$ cat src/shared/mctcsr_map.vh
`ifndef MCTCSR_MAP_VH
`define MCTCSR_MAP_VH
// Register indexes on the csr port (the hart's own numbering, chosen here)
`define MCT_IDX_CYCLE      6'h00
`define MCT_IDX_INSTR      6'h01
`define MCT_IDX_CYCLE_UP   6'h02
`define MCT_IDX_INSTR_UP   6'h03
`define MCT_IDX_HEN        6'h04
`define MCT_IDX_SEN        6'h05
`define MCT_IDX_UEN        6'h06
`define MCT_IDX_SCRATCH    6'h07
`define MCT_IDX_EPC        6'h08
`define MCT_IDX_CAUSE      6'h09
`define MCT_IDX_BADADDR    6'h0A
// Offsets: base + level*3 + kind (level 0 hyp,1 sup,2 usr; kind 0 cycle,1 time,2 retired)
`define MCT_IDX_OFS_BASE   6'h10
`define MCT_IDX_OFSUP_BASE 6'h20
// Lower-privilege counter reads: base + level*3 + kind
`define MCT_IDX_LOW_BASE   6'h30
`define MCT_NUM_OFS        9
// Counter-enable bit positions
`define MCT_BIT_CY         0
`define MCT_BIT_TM         1
`define MCT_BIT_IR         2
`define MCT_EN_W           3
// Cause codes
`define MCT_CAUSE_ILLEGAL  6'h02
`define MCT_CAUSE_W        6
`define MCT_CAUSE_MAX      6'h0B
`endif

$ cat src/rtl/mct_csr_bank.v
// Functional notes
// - Cycle counter advances every hart cycle
// - Retired counter advances per retired instruction
// - Both counters are 64 bits wide
// - Narrow hart: low half, upper-half registers
// - Wide hart: counter reads sign-extended
// - Hypervisor enable bits gate counter reads
// - Supervisor, user enables use same bits
// - Enable registers exist, bits may be tied
// - Lower counter read adds delta register
// - Nine 64-bit delta registers, tie-able
// - Narrow hart: delta upper-half aliases
// - Scratch register freely read and written
// - Return address never misaligned
// - Trap loads faulting instruction address
// - Cause top bit marks interrupt
// - Cause code keeps supported codes only
// - Interrupt codes 0 to 11
// - Exception codes 0 to 11
// - Privilege violation uses illegal code
// - Fault address loaded on address faults
// - Fetch fault: part address, start pc
`timescale 1ns/10ps
`include "mctcsr_map.vh"
module mct_csr_bank #(
  parameter XW        = 64,
  parameter HAS_C16   = 1,
  parameter EN_MASK   = 3'h7,
  parameter OFS_IMPL  = 9'h1FF
) (
  input  wire          clk,
  input  wire          reset,
  input  wire          csr_rd,
  input  wire          csr_wr,
  input  wire [5:0]    csr_idx,
  input  wire [XW-1:0] csr_wdata,
  output reg  [XW-1:0] csr_rdata,
  output wire          csr_illegal,
  input  wire [1:0]    priv_mode,
  input  wire [63:0]   time_value,
  input  wire          instr_retire,
  input  wire          trap_take,
  input  wire          trap_is_irq,
  input  wire [5:0]    trap_code,
  input  wire [XW-1:0] trap_pc,
  input  wire          trap_addr_valid,
  input  wire [XW-1:0] trap_addr
);
  localparam PRIV_M = 2'h3;
  localparam NARROW = (XW == 32);
  reg  [63:0]   cyc_r;
  reg  [63:0]   ins_r;
  reg  [63:0]   cyc_nxt;
  reg  [63:0]   ins_nxt;
  reg  [2:0]    en_r [0:2];
  reg  [63:0]   ofs_r [0:`MCT_NUM_OFS-1];
  reg  [XW-1:0] scratch_r;
  reg  [XW-1:0] epc_r;
  reg           irq_r;
  reg  [`MCT_CAUSE_W-1:0] code_r;
  reg  [XW-1:0] bad_r;
  reg  [XW-1:0] rd_nxt;
  reg           ill_nxt;
  reg  [63:0]   low_sum;
  reg  [63:0]   base_cnt;
  wire [XW-1:0] align_mask = HAS_C16 ? {{(XW-1){1'b1}}, 1'b0} : {{(XW-2){1'b1}}, 2'h0};
  wire          wr_ok = csr_wr && priv_mode == PRIV_M;
  wire [5:0]    low_rel = csr_idx - `MCT_IDX_LOW_BASE;
  wire [5:0]    ofs_rel = csr_idx - `MCT_IDX_OFS_BASE;
  wire [5:0]    ofu_rel = csr_idx - `MCT_IDX_OFSUP_BASE;
  wire          low_hit = csr_idx >= `MCT_IDX_LOW_BASE && low_rel < `MCT_NUM_OFS;
  wire [1:0]    low_lvl = (low_rel >= 6'h06) ? 2'h2 : (low_rel >= 6'h03) ? 2'h1 : 2'h0;
  wire [1:0]    low_kind = low_rel[1:0] - (low_lvl == 2'h2 ? 2'h0 : low_lvl == 2'h1 ? 2'h3 : 2'h0)
                           + (low_lvl == 2'h2 ? 2'h2 : 2'h0);
  // Sign extension to the native width, narrow hart keeps the low half
  function [XW-1:0] widen;
    input [63:0]    v;
    reg   [XW+63:0] ext;
    begin
      ext   = {{XW{v[63]}}, v};
      widen = ext[XW-1:0];
    end
  endfunction
  // Write data cut or zero-extended to counter width; bits above bit 63 are dropped silently
  function [63:0] narrow;
    input [XW-1:0]  w;
    reg   [XW+63:0] ext;
    begin
      ext    = {{64{1'b0}}, w};
      narrow = ext[63:0];
    end
  endfunction
  // Counter hardware: a software write in the same cycle takes precedence over the increment
  always @* begin
    cyc_nxt = cyc_r + 64'h1;
    ins_nxt = instr_retire ? ins_r + 64'h1 : ins_r;
    if (wr_ok && csr_idx == `MCT_IDX_CYCLE)
      cyc_nxt = NARROW ? {cyc_r[63:32], csr_wdata[31:0]} : narrow(csr_wdata);
    if (wr_ok && NARROW && csr_idx == `MCT_IDX_CYCLE_UP)
      cyc_nxt = {csr_wdata[31:0], cyc_r[31:0]};
    if (wr_ok && csr_idx == `MCT_IDX_INSTR)
      ins_nxt = NARROW ? {ins_r[63:32], csr_wdata[31:0]} : narrow(csr_wdata);
    if (wr_ok && NARROW && csr_idx == `MCT_IDX_INSTR_UP)
      ins_nxt = {csr_wdata[31:0], ins_r[31:0]};
  end
  always @(posedge clk) begin
    if (reset) begin
      cyc_r <= 64'h0;
      ins_r <= 64'h0;
    end else begin
      cyc_r <= cyc_nxt;
      ins_r <= ins_nxt;
    end
  end
  // Enable and delta registers; unimplemented bits tie to zero
  genvar g;
  generate
    for (g = 0; g < 3; g = g + 1) begin : g_en
      always @(posedge clk) begin
        if (reset)
          en_r[g] <= 3'h0;
        else if (wr_ok && csr_idx == `MCT_IDX_HEN + g)
          en_r[g] <= csr_wdata[2:0] & EN_MASK;
      end
    end
    for (g = 0; g < `MCT_NUM_OFS; g = g + 1) begin : g_ofs
      always @(posedge clk) begin
        if (reset || !OFS_IMPL[g])
          ofs_r[g] <= 64'h0;
        else if (wr_ok && csr_idx == `MCT_IDX_OFS_BASE + g)
          ofs_r[g] <= NARROW ? {ofs_r[g][63:32], csr_wdata[31:0]} : narrow(csr_wdata);
        else if (wr_ok && NARROW && csr_idx == `MCT_IDX_OFSUP_BASE + g)
          ofs_r[g] <= {csr_wdata[31:0], ofs_r[g][31:0]};
      end
    end
  endgenerate
  // Scratch and trap state; trap capture outranks a software write in the same cycle
  always @(posedge clk) begin
    if (reset) begin
      scratch_r <= {XW{1'b0}};
      epc_r     <= {XW{1'b0}};
      irq_r     <= 1'b0;
      code_r    <= {`MCT_CAUSE_W{1'b0}};
      bad_r     <= {XW{1'b0}};
    end else begin
      if (wr_ok && csr_idx == `MCT_IDX_SCRATCH)
        scratch_r <= csr_wdata;
      if (trap_take) begin
        epc_r  <= trap_pc & align_mask;
        irq_r  <= trap_is_irq;
        code_r <= (trap_code > `MCT_CAUSE_MAX) ? `MCT_CAUSE_ILLEGAL : trap_code;
        if (trap_addr_valid && !trap_is_irq)
          bad_r <= trap_addr;
      end else if (wr_ok) begin
        if (csr_idx == `MCT_IDX_EPC)
          epc_r <= csr_wdata & align_mask;
        if (csr_idx == `MCT_IDX_CAUSE) begin
          irq_r <= csr_wdata[XW-1];
          if (csr_wdata[`MCT_CAUSE_W-1:0] <= `MCT_CAUSE_MAX)
            code_r <= csr_wdata[`MCT_CAUSE_W-1:0];
        end
        if (csr_idx == `MCT_IDX_BADADDR)
          bad_r <= csr_wdata;
      end
    end
  end
  // Read side: access check and lower-privilege sums are combinational, data is registered
  always @* begin
    rd_nxt   = {XW{1'b0}};
    ill_nxt  = 1'b0;
    base_cnt = (low_kind == 2'h0) ? cyc_r : (low_kind == 2'h1) ? time_value : ins_r;
    low_sum  = base_cnt + ofs_r[low_rel[3:0]];
    if (low_hit) begin
      if (!en_r[low_lvl][low_kind] && priv_mode != PRIV_M)
        ill_nxt = 1'b1;
      else
        rd_nxt = widen(low_sum);
    end else if (csr_idx >= `MCT_IDX_OFS_BASE && ofs_rel < `MCT_NUM_OFS) begin
      rd_nxt = widen(ofs_r[ofs_rel[3:0]]);
    end else if (NARROW && csr_idx >= `MCT_IDX_OFSUP_BASE && ofu_rel < `MCT_NUM_OFS) begin
      rd_nxt = widen({32'h0, ofs_r[ofu_rel[3:0]][63:32]});
    end else begin
      case (csr_idx)
        `MCT_IDX_CYCLE:    rd_nxt = widen(cyc_r);
        `MCT_IDX_INSTR:    rd_nxt = widen(ins_r);
        `MCT_IDX_CYCLE_UP: rd_nxt = NARROW ? widen({32'h0, cyc_r[63:32]}) : {XW{1'b0}};
        `MCT_IDX_INSTR_UP: rd_nxt = NARROW ? widen({32'h0, ins_r[63:32]}) : {XW{1'b0}};
        `MCT_IDX_HEN:      rd_nxt = {{(XW-3){1'b0}}, en_r[0]};
        `MCT_IDX_SEN:      rd_nxt = {{(XW-3){1'b0}}, en_r[1]};
        `MCT_IDX_UEN:      rd_nxt = {{(XW-3){1'b0}}, en_r[2]};
        `MCT_IDX_SCRATCH:  rd_nxt = scratch_r;
        `MCT_IDX_EPC:      rd_nxt = epc_r & align_mask;
        `MCT_IDX_CAUSE:    rd_nxt = {irq_r, {(XW-1-`MCT_CAUSE_W){1'b0}}, code_r};
        `MCT_IDX_BADADDR:  rd_nxt = bad_r;
        default:           rd_nxt = {XW{1'b0}};
      endcase
    end
  end
  assign csr_illegal = csr_rd && ill_nxt;
  always @(posedge clk) begin
    if (reset)
      csr_rdata <= {XW{1'b0}};
    else if (csr_rd)
      csr_rdata <= rd_nxt;
  end
endmodule

$ cat config.mk
export PLATFORM = sky130hd
export DESIGN_NAME = mct_csr_bank
export DESIGN_NICKNAME = d
export VERILOG_FILES = /design/src/rtl/mct_csr_bank.v
export VERILOG_INCLUDE_DIRS = /design/src /design/src/shared
export SDC_FILE = /design/constraint.sdc
export NUM_CORES = 2
export LEC_CHECK = 0
export ABC_AREA = 1
export BUFFER_PORTS_ARGS = -buffer_cell sky130_fd_sc_hd__buf_4
export CAP_MARGIN = 20
export CORE_MARGIN = 2
export CORE_UTILIZATION = 44
export CTS_CLUSTER_SIZE = 20
export DETAILED_ROUTE_END_ITERATION = 12
export PLACE_DENSITY = 0.69
export SLEW_MARGIN = 20
export SYNTH_ARGS = -nofsm -noshare
export SYNTH_HDL_FRONTEND = slang
export SYNTH_SLANG_ARGS = --single-unit
export TNS_END_PERCENT = 1
$ cat constraint.sdc
create_clock -name clk -period 11 [get_ports clk]
set_input_delay 1.65 -clock clk [delete_from_list [all_inputs] [get_ports clk]]
set_output_delay 1.65 -clock clk [all_outputs]
set_load 0.02 [all_outputs]
==> impl_metrics.env <==
export IMPL_cts_resized_gates=0
export IMPL_layout_min_cycle_time_ns=6.83
export IMPL_antenna_found_initial=3
export IMPL_gp_congestion=1.08
export IMPL_r2r_setup_slack_ns=7.17
export IMPL_critPathLaunchType="input pin"
export IMPL_rows=126
export IMPL_r2r_end="cyc_r[52]"
export IMPL_worstSetupPathType="in -> out"
export IMPL_cpPeakStageDelay_ns=0.61
export IMPL_hold_start="code_r[5]"
export IMPL_min_path_type="reg -> reg"
export IMPL_nFillCells=11600
export IMPL_p_total_mw=9.12
export IMPL_status="complete, no violations"
export IMPL_grt_pass1_wl_um=336000
export IMPL_slew_headroom_pct=23.5
export IMPL_clk_latency_ns=0.76
export IMPL_worstReg2RegStart="cyc_r[1]"
export IMPL_wl_um=240000
export IMPL_chipHeight_um=350
export IMPL_vias=51200
export IMPL_finalHoldViolations=0
export IMPL_drt_vias_per_instance=5.85
export IMPL_synthTopCellsByArea="edfxtp_1 33%, dfxtp_1 15%, nand2_1 13%"
export IMPL_place_inst=8546
export IMPL_cts_root_buf="clkbuf_16"
export IMPL_synthTopCellsByCount="1840 x nand2_1, 966 x nor2_1, 630 x inv_1"
export IMPL_final_nets=7414
export IMPL_slew_viol_final=0
export IMPL_p_leak_nw=24.1
export IMPL_post_dp_cell_area_mm2=0.0566
export IMPL_synthFlopType="edfxtp_1"
export IMPL_fin_area_mm2=0.0603
export IMPL_layout_drive_gt1_share_pct=9.40
export IMPL_synth_area_per_cell_um2=7.63
export IMPL_irDropWorstVdd_v=0.000132
export IMPL_port_buffers=341
export IMPL_async_flop_share_pct=0
export IMPL_syn_area_mm2=0.0526
export IMPL_layoutNonFillerInstCount=8749
export IMPL_cts_max_path_buffers=3
export IMPL_gr_total_overflow=0
export IMPL_dr_pass1_iters=6
export IMPL_yosysUniqueCellTypes=47
export IMPL_holdPathStages=2
export IMPL_holdBufCountCts=0
export IMPL_cts_buffers=107
export IMPL_yosysWarnings=0
export IMPL_synth_edf_count=585
export IMPL_cts_tree="yes"
export IMPL_period_share_pct=62.1
export IMPL_power_density_mw_per_mm2=151
export IMPL_rr_worst_depth=14
export IMPL_worst_setup_path_end_kind="primary output"
export IMPL_synth_fp_nets=7256
export IMPL_synth_top_cell_area_share_pct=33.4
export IMPL_grt_max_degree=134
export IMPL_yosysMostFrequentCell="nand2_1"
export IMPL_ios=343
export IMPL_syn_inst=6897
export IMPL_die_width_um=350
export IMPL_drc_errors=0
export IMPL_yosys_area_top_type="edfxtp_1"
export IMPL_slowest_stage="nor4_2"
export IMPL_ys_seq_area_share_pct=48.2
export IMPL_avgRoutedWirePerCell_um=27.5
export IMPL_grt_pass1_vias=46800
export IMPL_clk_pin_slew_ns=0.05
export IMPL_cp_startpoint="csr_idx[3]"
export IMPL_cts_setup_buffers=0
export IMPL_tightest_slew_ns=1.14
export IMPL_grt_setup_unrepaired="no"
export IMPL_setup_viol=0
export IMPL_holdPathEnd="code_r[5]"
export IMPL_core_mm2=0.118
export IMPL_tns_ns=0
export IMPL_start_util_pct=44.4
export IMPL_cap_violations=0
export IMPL_area_delta_synth_final_pct=14.6
export IMPL_track_usage_pct=38.4
export IMPL_antenna_left=0
export IMPL_max_freq_ghz=0.147
export IMPL_arrival_ns=5.18
export IMPL_drt_iter0_drc=6774
export IMPL_dieArea_mm2=0.122
export IMPL_fin_skew_ns=0.0347
export IMPL_htree_levels=3
export IMPL_ys_ff_latch=975
export IMPL_required_ns=9.35
export IMPL_crit_chain="buf_4 -> inv_1 -> nand3_1 -> nor2_1 -> ha_1 -> xnor2_1 -> nand2_1 -> nand2_4 -> inv_2 -> buf_4 -> nor2_1 -> nand2_1 -> nand2_1 -> nor4_2 -> buf_4"
export IMPL_crit_fanout=35
export IMPL_hpwl_um=173000
export IMPL_cts_sinks=975
## layout make-up
type	count	area (um2)	area share [%]
multi-input cells	4867	23500	39.0
clock buffers	137	2910	4.83
diodes	1	2.50	0.00415
well taps	1600	2000	3.32
flip-flops and latches	975	25400	42.1
inverters	687	2590	4.30
repair buffers	417	3140	5.21
clock inverters	65	759	1.26
## stage by stage
step	utilization, %	hold WS [ns]	worst slack [ns]
after floorplan	-	0.419	3.44
after global placement	47.8	0.426	4.04
after detailed placement	47.8	0.431	4.05
after CTS	50.9	0.439	4.39
after global routing	50.9	0.458	4.17
final	50.9	0.439	4.17
## critical path: cells and delay by family
family,cells,cell delay (ns)
xor gates and xnor gates,1,0.07
buffers and inverters,5,1.25
and+or+nand+nor,8,1.86
adders and majority gates,1,0.28
## placed cells by master (no fill, tap or decap), types with 33 or more instances in the layout
cell and count:
or2_2 33, nor2_1 960, nand2_1 1839, edfxtp_1 585
clkinv_1 67, nand4_1 139, o22ai_1 104, buf_4 416
a31oi_1 115, nand3_1 313, xor2_1 87, o21ai_0 314
nor3_1 129, a211oi_1 45, a21oi_1 379, a22oi_1 142
clkbuf_16 108, inv_1 625, o211ai_1 50, ha_1 80
dfxtp_1 390
## layer usage
metal,track usage [%],routed length [um]
met3,8.03,24500
met5,0,0
met2,55.8,102000
met1,53.5,99600
met4,20.5,14600
## cells by family (layout without fill, tap and decap cells)
kind of cell | Yosys count | after routing | share of synthesized area, %
other | 0 | 1 | 0
adders and majority gates | 81 | 81 | 1.94
buffers and inverters | 1055 | 1306 | 7.69
xor gates and xnor gates | 89 | 89 | 1.48
and+or+nand+nor | 3484 | 3484 | 27.1
DFF | 975 | 975 | 48.2
AOI/OAI and AO/OA | 1213 | 1213 | 13.5
## report_power, final
part	switching [mW]	total, mW	internal, mW
Clock	1.62	3.77	2.15
Sequential	0.0715	4.09	4.02
Combinational	0.910	1.26	0.355
## state kept, by name, indices dropped and copies added, names as in the netlist
name,cells
cyc_r,64
irq_r,1
csr_rdata,64
scratch_r,64
code_r,6
bad_r,64
epc_r,63
en_r,9
ins_r,64
ofs_r,576
## worst max path at each step
stage          slack [ns]            end
2_1_floorplan        3.44    ofs_r[4][0]
3_3_place_gp         4.04    csr_illegal
3_5_place_dp         4.05  csr_rdata[37]
4_1_cts              4.39    csr_illegal
5_1_grt              4.17    csr_illegal
6_report             4.17    csr_illegal
Note: power is estimated with default switching activity, not from simulation.
